File: src/hw/dual_pot_map.svh
// Opcodes, field positions, reset values and timing of the dual potentiometer slave
`ifndef DUAL_POT_MAP_SVH
`define DUAL_POT_MAP_SVH
// Instruction byte fields
`define OP_MSB          7
`define OP_LSB          4
`define SEL_MSB         3
`define SEL_LSB         2
`define POT_BIT         0
// Identification byte fields
`define TYPE_MSB        7
`define TYPE_LSB        4
`define ADDR_MSB        3
`define ADDR_LSB        0
// Instruction opcodes
`define OP_RD_WIPER     4'h9
`define OP_WR_WIPER     4'ha
`define OP_RD_STORED    4'hb
`define OP_WR_STORED    4'hc
`define OP_XFR_TO_WIPER 4'hd
`define OP_XFR_TO_STORE 4'he
`define OP_GXFR_TO_WIPER 4'h1
`define OP_GXFR_TO_STORE 4'h8
// Reset values
`define WIPER_RESET     8'h00
`define STORED_RESET    8'h00
`define TAP_RESET       256'h1
// Nonvolatile write time and its length in clock cycles
`define NV_WRITE_TIME_NS 5000000
`define CLK_PERIOD_NS   10
`define NV_WRITE_CYCLES (`NV_WRITE_TIME_NS / `CLK_PERIOD_NS)
`define NV_CNT_W        20
`endif

File: src/hw/dual_pot_pkg.sv
// Types shared by the dual potentiometer slave
package dual_pot_pkg;
    typedef enum logic [4:0] {
        ST_IDLE = 5'h01,
        ST_RECV = 5'h02,
        ST_ACK  = 5'h04,
        ST_SEND = 5'h08,
        ST_HOLD = 5'h10
    } link_state_e;
    typedef enum logic [2:0] {
        PH_ID   = 3'h1,
        PH_INST = 3'h2,
        PH_DATA = 3'h4
    } phase_e;
    typedef logic [7:0]   byte_t;
    typedef logic [255:0] tap_t;
endpackage : dual_pot_pkg

File: src/hw/dual_pot_slave.sv
// Two-wire slave and tap selection of a dual digital potentiometer
//
// How it works
// Input bits sampled on clock rise; own data changed only after clock fall.
// Data line is only pulled low or released, never driven high.
// Four address strap pins form the low four bits of the address byte.
// Transfer proceeds only when received address bits match the straps.
// Write protect low blocks every nonvolatile stored-setting write.
// At most one tap switch per potentiometer is enabled.
// Eight-bit wiper position decodes to exactly one of 256 taps.
// Two independent potentiometers, each with its own wiper position.
// Wiper position and stored settings are readable and writable over the bus.
// The master starts transfers and supplies the clock; device is slave only.
// Data changes only while clock is low, stable while it is high.
// Data edges while clock is high are start or stop, never data.
// Start is data falling while clock high; nothing is obeyed before it.
// The master ends every communication with a stop.
// Acknowledge after matching address, after command, after following data byte.
// After nonvolatile write and stop, address is not acknowledged until done.
`timescale 1ns/100ps
`include "dual_pot_map.svh"
module dual_pot_slave #(
    parameter int unsigned NV_WRITE_CYCLES = `NV_WRITE_CYCLES,
    parameter logic [3:0]  DEVICE_TYPE_ID  = 4'h3  // Arbitrary value
) (
    input  wire logic                  REF_CLK,
    input  wire logic                  RESET,
    input  wire logic                  SCL,
    input  wire logic                  SDA_IN,
    output wire logic                  SDA_OUT,
    output wire logic                  SDA_OE,
    input  wire logic [3:0]            ADDRESS_STRAP_PINS,
    input  wire logic                  WRITE_PROTECT_N,
    output wire dual_pot_pkg::tap_t    TAP_SELECT_0,
    output wire dual_pot_pkg::tap_t    TAP_SELECT_1
);
    ////////////////////////////////////////////////////////////////////////////////
    // One-hot tap decode
    function automatic dual_pot_pkg::tap_t decode_tap(input dual_pot_pkg::byte_t pos);
        dual_pot_pkg::tap_t t;
        t = '0;
        t[pos] = 1'b1;
        return t;
    endfunction : decode_tap

    ////////////////////////////////////////////////////////////////////////////////
    // Synchronisers and edge detection
    logic       scl_meta, scl_sync, scl_last;
    logic       sda_meta, sda_sync, sda_last;
    logic [3:0] strap_meta, strap_sync;
    logic       wp_meta, wp_sync;

    // Two flip-flops on every pin before use
    always_ff @(posedge REF_CLK or posedge RESET) begin
        if (RESET) begin
            {scl_meta, scl_sync, scl_last} <= 3'h7;
            {sda_meta, sda_sync, sda_last} <= 3'h7;
            strap_meta <= 4'h0;
            strap_sync <= 4'h0;
            wp_meta    <= 1'b0;
            wp_sync    <= 1'b0;
        end else begin
            scl_meta   <= SCL;
            scl_sync   <= scl_meta;
            scl_last   <= scl_sync;
            sda_meta   <= SDA_IN;
            sda_sync   <= sda_meta;
            sda_last   <= sda_sync;
            strap_meta <= ADDRESS_STRAP_PINS;
            strap_sync <= strap_meta;
            wp_meta    <= WRITE_PROTECT_N;
            wp_sync    <= wp_meta;
        end
    end

    logic scl_rise, scl_fall, start_cond, stop_cond;
    assign scl_rise   = scl_sync & ~scl_last;
    assign scl_fall   = ~scl_sync & scl_last;
    assign start_cond = scl_sync & scl_last & sda_last & ~sda_sync;
    assign stop_cond  = scl_sync & scl_last & ~sda_last & sda_sync;

    ////////////////////////////////////////////////////////////////////////////////
    // Protocol engine and registers
    dual_pot_pkg::link_state_e state_reg, state_next;
    dual_pot_pkg::phase_e      phase_reg, phase_next;
    logic [2:0]          bit_reg, bit_next;
    dual_pot_pkg::byte_t shift_reg, shift_next, tx_reg, tx_next, pend_data_reg, pend_data_next;
    logic [3:0]          op_reg, op_next;
    logic [1:0]          sel_reg, sel_next;
    logic                pot_reg, pot_next, ack_reg, ack_next, oe_reg, oe_next;
    logic                more_rx_reg, more_rx_next, more_tx_reg, more_tx_next;
    logic                pend_reg, pend_next;
    dual_pot_pkg::byte_t wiper_reg [2];
    dual_pot_pkg::byte_t wiper_next [2];
    dual_pot_pkg::byte_t stored_reg [2][4];
    dual_pot_pkg::byte_t stored_next [2][4];
    logic [`NV_CNT_W-1:0] busy_reg, busy_next;
    dual_pot_pkg::byte_t rx_byte;
    logic                commit_nv;

    assign rx_byte   = {shift_reg[6:0], sda_sync};
    assign commit_nv = stop_cond & pend_reg & wp_sync;

    // Next state of the serial engine and the potentiometer registers
    always_comb begin
        state_next     = state_reg;
        phase_next     = phase_reg;
        bit_next       = bit_reg;
        shift_next     = shift_reg;
        tx_next        = tx_reg;
        pend_data_next = pend_data_reg;
        op_next        = op_reg;
        sel_next       = sel_reg;
        pot_next       = pot_reg;
        ack_next       = ack_reg;
        oe_next        = oe_reg;
        more_rx_next   = more_rx_reg;
        more_tx_next   = more_tx_reg;
        pend_next      = pend_reg;
        wiper_next     = wiper_reg;
        stored_next    = stored_reg;
        if (start_cond) begin
            state_next = dual_pot_pkg::ST_RECV;
            phase_next = dual_pot_pkg::PH_ID;
            bit_next   = 3'h0;
            oe_next    = 1'b0;
            pend_next  = 1'b0;
        end else if (stop_cond) begin
            state_next = dual_pot_pkg::ST_IDLE;
            oe_next    = 1'b0;
            pend_next  = 1'b0;
            if (commit_nv) begin
                unique case (op_reg)
                    `OP_WR_STORED:     stored_next[pot_reg][sel_reg] = pend_data_reg;
                    `OP_XFR_TO_STORE:  stored_next[pot_reg][sel_reg] = wiper_reg[pot_reg];
                    default: begin
                        stored_next[0][sel_reg] = wiper_reg[0];
                        stored_next[1][sel_reg] = wiper_reg[1];
                    end
                endcase
            end
        end else begin
            unique case (state_reg)
                dual_pot_pkg::ST_IDLE: begin
                end
                dual_pot_pkg::ST_RECV: begin
                    if (scl_rise) begin
                        shift_next = rx_byte;
                        bit_next   = bit_reg + 3'h1;
                        if (bit_reg == 3'h7) begin
                            state_next = dual_pot_pkg::ST_ACK;
                            unique case (phase_reg)
                                dual_pot_pkg::PH_ID: begin
                                    ack_next = (rx_byte[`TYPE_MSB:`TYPE_LSB] == DEVICE_TYPE_ID)
                                        && (rx_byte[`ADDR_MSB:`ADDR_LSB] == strap_sync)
                                        && (busy_reg == '0);
                                    phase_next   = dual_pot_pkg::PH_INST;
                                    more_rx_next = 1'b1;
                                    more_tx_next = 1'b0;
                                end
                                dual_pot_pkg::PH_INST: begin
                                    ack_next     = 1'b1;
                                    phase_next   = dual_pot_pkg::PH_DATA;
                                    op_next      = rx_byte[`OP_MSB:`OP_LSB];
                                    sel_next     = rx_byte[`SEL_MSB:`SEL_LSB];
                                    pot_next     = rx_byte[`POT_BIT];
                                    more_rx_next = 1'b0;
                                    more_tx_next = 1'b0;
                                    unique case (rx_byte[`OP_MSB:`OP_LSB])
                                        `OP_RD_WIPER: begin
                                            more_tx_next = 1'b1;
                                            tx_next      = wiper_reg[rx_byte[`POT_BIT]];
                                        end
                                        `OP_RD_STORED: begin
                                            more_tx_next = 1'b1;
                                            tx_next      = stored_reg[rx_byte[`POT_BIT]]
                                                           [rx_byte[`SEL_MSB:`SEL_LSB]];
                                        end
                                        `OP_WR_WIPER, `OP_WR_STORED: more_rx_next = 1'b1;
                                        `OP_XFR_TO_WIPER: wiper_next[rx_byte[`POT_BIT]] =
                                            stored_reg[rx_byte[`POT_BIT]]
                                                      [rx_byte[`SEL_MSB:`SEL_LSB]];
                                        `OP_GXFR_TO_WIPER: begin
                                            wiper_next[0] =
                                                stored_reg[0][rx_byte[`SEL_MSB:`SEL_LSB]];
                                            wiper_next[1] =
                                                stored_reg[1][rx_byte[`SEL_MSB:`SEL_LSB]];
                                        end
                                        `OP_XFR_TO_STORE, `OP_GXFR_TO_STORE: pend_next = 1'b1;
                                        default: begin
                                        end
                                    endcase
                                end
                                default: begin
                                    ack_next     = 1'b1;
                                    more_rx_next = 1'b0;
                                    if (op_reg == `OP_WR_WIPER) begin
                                        wiper_next[pot_reg] = rx_byte;
                                    end else begin
                                        pend_next      = 1'b1;
                                        pend_data_next = rx_byte;
                                    end
                                end
                            endcase
                        end
                    end
                end
                dual_pot_pkg::ST_ACK: begin
                    if (scl_fall) begin
                        if (!oe_reg) begin
                            if (ack_reg) begin
                                oe_next = 1'b1;
                            end else begin
                                state_next = dual_pot_pkg::ST_IDLE;
                            end
                        end else if (more_tx_reg) begin
                            state_next = dual_pot_pkg::ST_SEND;
                            bit_next   = 3'h0;
                            oe_next    = ~tx_reg[7];
                            tx_next    = {tx_reg[6:0], 1'b0};
                        end else begin
                            oe_next    = 1'b0;
                            bit_next   = 3'h0;
                            state_next = more_rx_reg ? dual_pot_pkg::ST_RECV
                                                     : dual_pot_pkg::ST_HOLD;
                        end
                    end
                end
                dual_pot_pkg::ST_SEND: begin
                    if (scl_rise) begin
                        bit_next = bit_reg + 3'h1;
                        if (bit_reg == 3'h7) begin
                            state_next = dual_pot_pkg::ST_HOLD;
                        end
                    end else if (scl_fall) begin
                        oe_next = ~tx_reg[7];
                        tx_next = {tx_reg[6:0], 1'b0};
                    end
                end
                dual_pot_pkg::ST_HOLD: begin
                    if (scl_fall) begin
                        oe_next = 1'b0;
                    end
                end
            endcase
        end
    end

    logic sda_out_reg;

    // Register the serial engine and potentiometer state
    always_ff @(posedge REF_CLK or posedge RESET) begin
        if (RESET) begin
            state_reg     <= dual_pot_pkg::ST_IDLE;
            phase_reg     <= dual_pot_pkg::PH_ID;
            bit_reg       <= 3'h0;
            shift_reg     <= 8'h00;
            tx_reg        <= 8'h00;
            pend_data_reg <= 8'h00;
            op_reg        <= 4'h0;
            sel_reg       <= 2'h0;
            {pot_reg, ack_reg, oe_reg, more_rx_reg, more_tx_reg, pend_reg} <= 6'h00;
            sda_out_reg   <= 1'b0;
            for (int p = 0; p < 2; p++) begin
                wiper_reg[p] <= `WIPER_RESET;
                for (int r = 0; r < 4; r++) begin
                    stored_reg[p][r] <= `STORED_RESET;
                end
            end
        end else begin
            state_reg     <= state_next;
            phase_reg     <= phase_next;
            bit_reg       <= bit_next;
            shift_reg     <= shift_next;
            tx_reg        <= tx_next;
            pend_data_reg <= pend_data_next;
            op_reg        <= op_next;
            sel_reg       <= sel_next;
            {pot_reg, ack_reg, oe_reg, more_rx_reg, more_tx_reg, pend_reg} <=
                {pot_next, ack_next, oe_next, more_rx_next, more_tx_next, pend_next};
            sda_out_reg   <= 1'b0;
            wiper_reg     <= wiper_next;
            stored_reg    <= stored_next;
        end
    end

    assign SDA_OUT = sda_out_reg;
    assign SDA_OE  = oe_reg;

    ////////////////////////////////////////////////////////////////////////////////
    // Nonvolatile write busy timer
    always_comb begin
        if (commit_nv) begin
            busy_next = `NV_CNT_W'(NV_WRITE_CYCLES);
        end else if (busy_reg != '0) begin
            busy_next = busy_reg - `NV_CNT_W'(1);
        end else begin
            busy_next = '0;
        end
    end

    always_ff @(posedge REF_CLK or posedge RESET) begin
        if (RESET) begin
            busy_reg <= '0;
        end else begin
            busy_reg <= busy_next;
        end
    end

    ////////////////////////////////////////////////////////////////////////////////
    // Tap selection, one per potentiometer
    dual_pot_pkg::tap_t tap_reg [2];
    dual_pot_pkg::tap_t tap_next [2];

    for (genvar p = 0; p < 2; p++) begin : g_pot
        always_comb begin
            tap_next[p] = decode_tap(wiper_reg[p]);
        end
        always_ff @(posedge REF_CLK or posedge RESET) begin
            if (RESET) begin
                tap_reg[p] <= `TAP_RESET;
            end else begin
                tap_reg[p] <= tap_next[p];
            end
        end
    end

    assign TAP_SELECT_0 = tap_reg[0];
    assign TAP_SELECT_1 = tap_reg[1];

    ////////////////////////////////////////////////////////////////////////////////
    // Checks
    logic [63:0] stored_flat;
    assign stored_flat = {stored_reg[0][0], stored_reg[0][1], stored_reg[0][2], stored_reg[0][3],
                          stored_reg[1][0], stored_reg[1][1], stored_reg[1][2], stored_reg[1][3]};

    a_sda_never_high: assert property (@(posedge REF_CLK) disable iff (RESET)
        SDA_OE |-> !SDA_OUT) else $error("Data line driven high");
    a_oe_after_fall: assert property (@(posedge REF_CLK) disable iff (RESET)
        $changed(oe_reg) |-> $past(scl_fall || start_cond || stop_cond))
        else $error("Data output changed away from a clock fall");
    a_shift_on_rise: assert property (@(posedge REF_CLK) disable iff (RESET)
        $changed(shift_reg) |-> $past(scl_rise)) else $error("Bit taken off a rise");
    a_taps_onehot: assert property (@(posedge REF_CLK) disable iff (RESET)
        $onehot(tap_reg[0]) && $onehot(tap_reg[1])) else $error("Tap select not one-hot");
    a_tap_follows: assert property (@(posedge REF_CLK) disable iff (RESET)
        ##1 tap_reg[1][$past(wiper_reg[1])]) else $error("Tap does not match wiper");
    a_addr_match: assert property (@(posedge REF_CLK) disable iff (RESET)
        $rose(oe_reg) && phase_reg == dual_pot_pkg::PH_INST
        |-> shift_reg[3:0] == strap_sync && shift_reg[7:4] == DEVICE_TYPE_ID)
        else $error("Acknowledged a foreign address");
    a_wp_blocks: assert property (@(posedge REF_CLK) disable iff (RESET)
        !wp_sync |=> stored_flat == $past(stored_flat)) else $error("Write while protected");
    a_busy_no_ack: assert property (@(posedge REF_CLK) disable iff (RESET)
        busy_reg != '0 && phase_reg == dual_pot_pkg::PH_INST && state_reg == dual_pot_pkg::ST_ACK
        |-> !oe_reg) else $error("Address acknowledged while busy");
    a_commit_busy: assert property (@(posedge REF_CLK) disable iff (RESET)
        commit_nv |=> busy_reg == `NV_CNT_W'(NV_WRITE_CYCLES)) else $error("Busy not started");
    a_ack_drive: assert property (@(posedge REF_CLK) disable iff (RESET)
        state_reg == dual_pot_pkg::ST_ACK && ack_reg && !oe_reg && scl_fall && !start_cond
        |=> oe_reg [*2]) else $error("Acknowledge not driven");
    a_idle_wait: assert property (@(posedge REF_CLK) disable iff (RESET)
        state_reg == dual_pot_pkg::ST_IDLE && !start_cond |=> state_reg == dual_pot_pkg::ST_IDLE)
        else $error("Left idle without a start");
    a_start_resets: assert property (@(posedge REF_CLK) disable iff (RESET)
        start_cond |=> bit_reg == 3'h0 && state_reg == dual_pot_pkg::ST_RECV)
        else $error("Start not handled");
endmodule : dual_pot_slave
File: config.mk
export PLATFORM = sky130hd
export DESIGN_NAME = dual_pot_slave
export DESIGN_NICKNAME = d
export VERILOG_FILES = /design/src/hw/dual_pot_pkg.sv /design/src/hw/dual_pot_slave.sv
export VERILOG_INCLUDE_DIRS = /design/src /design/src/hw
export SDC_FILE = /design/constraint.sdc
export NUM_CORES = 1
export LEC_CHECK = 0
export BUFFER_PORTS_ARGS = -buffer_cell sky130_fd_sc_hd__buf_2
export CORE_MARGIN = 2
export CORE_UTILIZATION = 54
export DETAILED_ROUTE_END_ITERATION = 8
export PLACE_DENSITY = 0.84
export SLEW_MARGIN = 0
export SYNTH_ARGS = -nofsm -noshare
export SYNTH_HDL_FRONTEND = slang
export SYNTH_SLANG_ARGS = --single-unit
File: constraint.sdc
create_clock -name REF_CLK -period 23.6 [get_ports REF_CLK]
set_clock_uncertainty 0.15 [all_clocks]
set_input_delay 2.36 -clock REF_CLK [delete_from_list [all_inputs] [get_ports REF_CLK]]
set_output_delay 2.36 -clock REF_CLK [all_outputs]
set_load 0.005 [all_outputs]
==> impl_metrics.toml <==
[detailed_routing]
postRouteAntennaNets = 0
wl_mm = 70.4
dr.pass1.iters = 6
viasPerCell = 5.93
drt_iter0_drc = 1996
vias = 17400
drc = 0
wire_per_inst_um = 24.0

[grt]
grt_max_degree = 139
grt_pass1_wl_mm = 105
antenna_found_initial = 0
grt_usage = 0.311
grt_pass1_vias = 17500
grt_overflow = 0

[critical_path]
endpoint_kind = "asynchronous set/reset pin"
r2r_slack_ns = 20.59
critPathLaunchType = "input port"
worstSetupPathType = "input port to asynchronous set/reset pin"
cp.required_ns = 24.03
critPathArrivalTime_ns = 5.17
crit_fanout = 138

[layout]
design_area_um2 = 28300
drive_gt1_frac = 0.296
n_fill_cell = 2878
syn2layout_area_growth_pct = 21.7
n_antenna_cell = 0
fin_nets = 2357

[floorplan]
start_util = 0.544
die_w_um = 212
fp.dieH_um = 212
die_area_um2 = 44800
core_um2 = 42800
core.rowCount = 76
pin_count = 523

[timing]
worstMarginPinSlew_ns = 1.27
post-route-period-util = 0.201
min_period_ns = 4.73
tns_ns = 0
slew_headroom = 0.150
rsz0062_at_grt = "no"
max_freq_mhz = 211
finalHoldViolations = 0
finalMaxSlewViolations = 0
setup_violations = 0

[outcome]
outcome = "complete, no violations"

[clock_network]
cts_tree = "yes"
cts_setup_buffers = 0
clk_path_buf_depth = 3
clkLatencyLatePin_ns = 0.63
root_buffer = "clkbuf_16"
ctsResizeCount = 0
cts_sinks = 674
htreeDepth = 2
cts_inserted_buffers = 61
clkSlewWorstSetupHoldPaths_ns = 0.06
hold_buffers = 0

[power_and_ir_drop]
p_leak_nw = 15.1
ir_drop_mv = 0.0765
powerDensity_nw_per_um2 = 84.6

[synthesis]
synthMuxAreaShare = 0.0372
postSynth.asyncResetShare = 1.00
synthCells = 1870
syn_nets = 1883
ys_ff_latch = 674
synthesis.area_um2 = 23300
avgSynthCellArea_um2 = 12.5
yosys_most_used_dff = "dfrtp_1"
synth_top_family_by_area = "simple AND/OR/NAND/NOR gates"
synth_compound_area_frac = 0.0613
synthTopCellsByArea = "dfrtp_1 71%, nor2_1 9.0%, o22a_1 3.0%, clkbuf_1 1.8%, mux2_2 1.5%"
synth_warnings = 0
synth_top_area_cell = "dfrtp_1"
synth_xor_area_frac = 0.00865
synth_edf_count = 0
yosysSeqAreaShare = 0.724
yosys.area_share.simple = 0.141
synth.top_cell.area_share = 0.713
synthAdderAreaFrac = 0.00215
synth.distinct_cells = 70

[placed_design]
place_congestion = 0.910
place_area_um2 = 26200
portBuffers = 521
dp_hpwl_mm = 45.4

[hold_path]
hp-class = "flip-flop to flip-flop"

[run]
cap_violations = 0
[cell usage in the layout (no fill, tap or decap), types with 6 or more instances in the layout]
cell / instances
buf_4: 13
mux2_2: 32
clkbuf_8: 14
dfstp_2: 10
o2111ai_1: 6
nand2_1: 81
nor2_1: 561
clkbuf_16: 62
mux2i_1: 16
o22a_1: 80
o21ai_0: 24
inv_1: 17
nor2b_1: 13
nor3b_1: 10
dfrtp_1: 664
bufinv_16: 9
a21oi_1: 18
nand3_1: 35
nor3_1: 21
clkinv_2: 9
xnor2_1: 11
o221ai_1: 6
clkbuf_1: 9
buf_2: 521
xor2_1: 12
and3_1: 11
mux4_2: 14
[area by class of cell]
class,count,area (um2),share of cell area
clock buffers,85,1780,0.0627
clock inverters,23,379,0.0134
inverters,18,75.1,0.00265
multi-input cells,1055,5840,0.206
flip-flops and latches,674,16900,0.596
well taps,546,683,0.0241
repair buffers,534,2710,0.0954
[where the power goes]
part           switching [mW]  internal, mW
clock network           0.435         0.623
registers              0.0353          1.18
logic                  0.0739        0.0495
[critical path, stage by stage]
cell and delay (ns):
buf_2 0.13, inv_8 0.57, buf_4 0.86, buf_4 0.95
[synth_stat cells, types with 6 or more instances]
cell type,count
nor3_1,21
nor3b_1,10
dfstp_2,10
xnor2_1,11
mux2i_1,16
nand2_1,81
nor2_1,561
nor2b_1,13
o22a_1,80
mux4_2,14
clkbuf_1,112
o2111ai_1,6
inv_1,18
and3_1,11
o221ai_1,6
a21oi_1,18
o21ai_0,24
nand3_1,35
xor2_1,12
dfrtp_1,664
mux2_2,32
[worst paths after layout]
kind,cells past startpoint,start,to
worst max-delay path,4,RESET,TAP_SELECT_1[179]$_DFF_PP0_
worst min-delay path,0,strap_meta[3]$_DFF_PP0_,strap_sync[3]$_DFF_PP0_
worst max register to register,5,op_reg[1]$_DFFE_PP0P_,wiper_reg[4]$_DFFE_PP0P_
worst min register to register,0,strap_meta[3]$_DFF_PP0_,strap_sync[3]$_DFF_PP0_
max in group REF_CLK,1,SDA_OE$_DFFE_PP0P_,SDA_OE
min in group asynchronous,2,RESET,TAP_SELECT_0[227]$_DFF_PP0_
[cells by family (layout without fill, tap and decap cells)]
logic type | count (synthesis) | count (layout)
buffers and inverters | 141 | 660
AO/OA/AOI/OAI | 184 | 184
XOR/XNOR | 23 | 23
other | 1 | 1
multiplexers | 64 | 64
AND/OR/NAND/NOR | 779 | 779
adder cells (fa/ha/maj) | 4 | 4
flip-flops | 674 | 674
[stage by stage]
| step | utilization | setup WS (ns) | total power, mW | hold slack [ns] | std cells |
|---|---|---|---|---|---|
| detailed placement | 0.612 | 18.10 | 1.36 | 0.185 | 2827 |
| finish | 0.662 | 18.87 | 2.40 | 0.194 | 2935 |
| floorplan | - | 2.21 | 1.32 | 0.181 | 1870 |
| global placement | 0.612 | 18.24 | 1.35 | 0.183 | 2827 |
| global route | 0.662 | 18.35 | 2.46 | 0.196 | 2935 |
| CTS | 0.662 | 18.77 | 2.40 | 0.193 | 2935 |
[routing by layer]
metal	track usage	up-vias	routed length (um)
li1	-	7098	-
met1	0.386	8818	25200
met2	0.516	1189	35400
met3	0.0688	296	6150
met4	0.161	0	3780
met5	0	-	0
(Power assumes the default switching activity.)
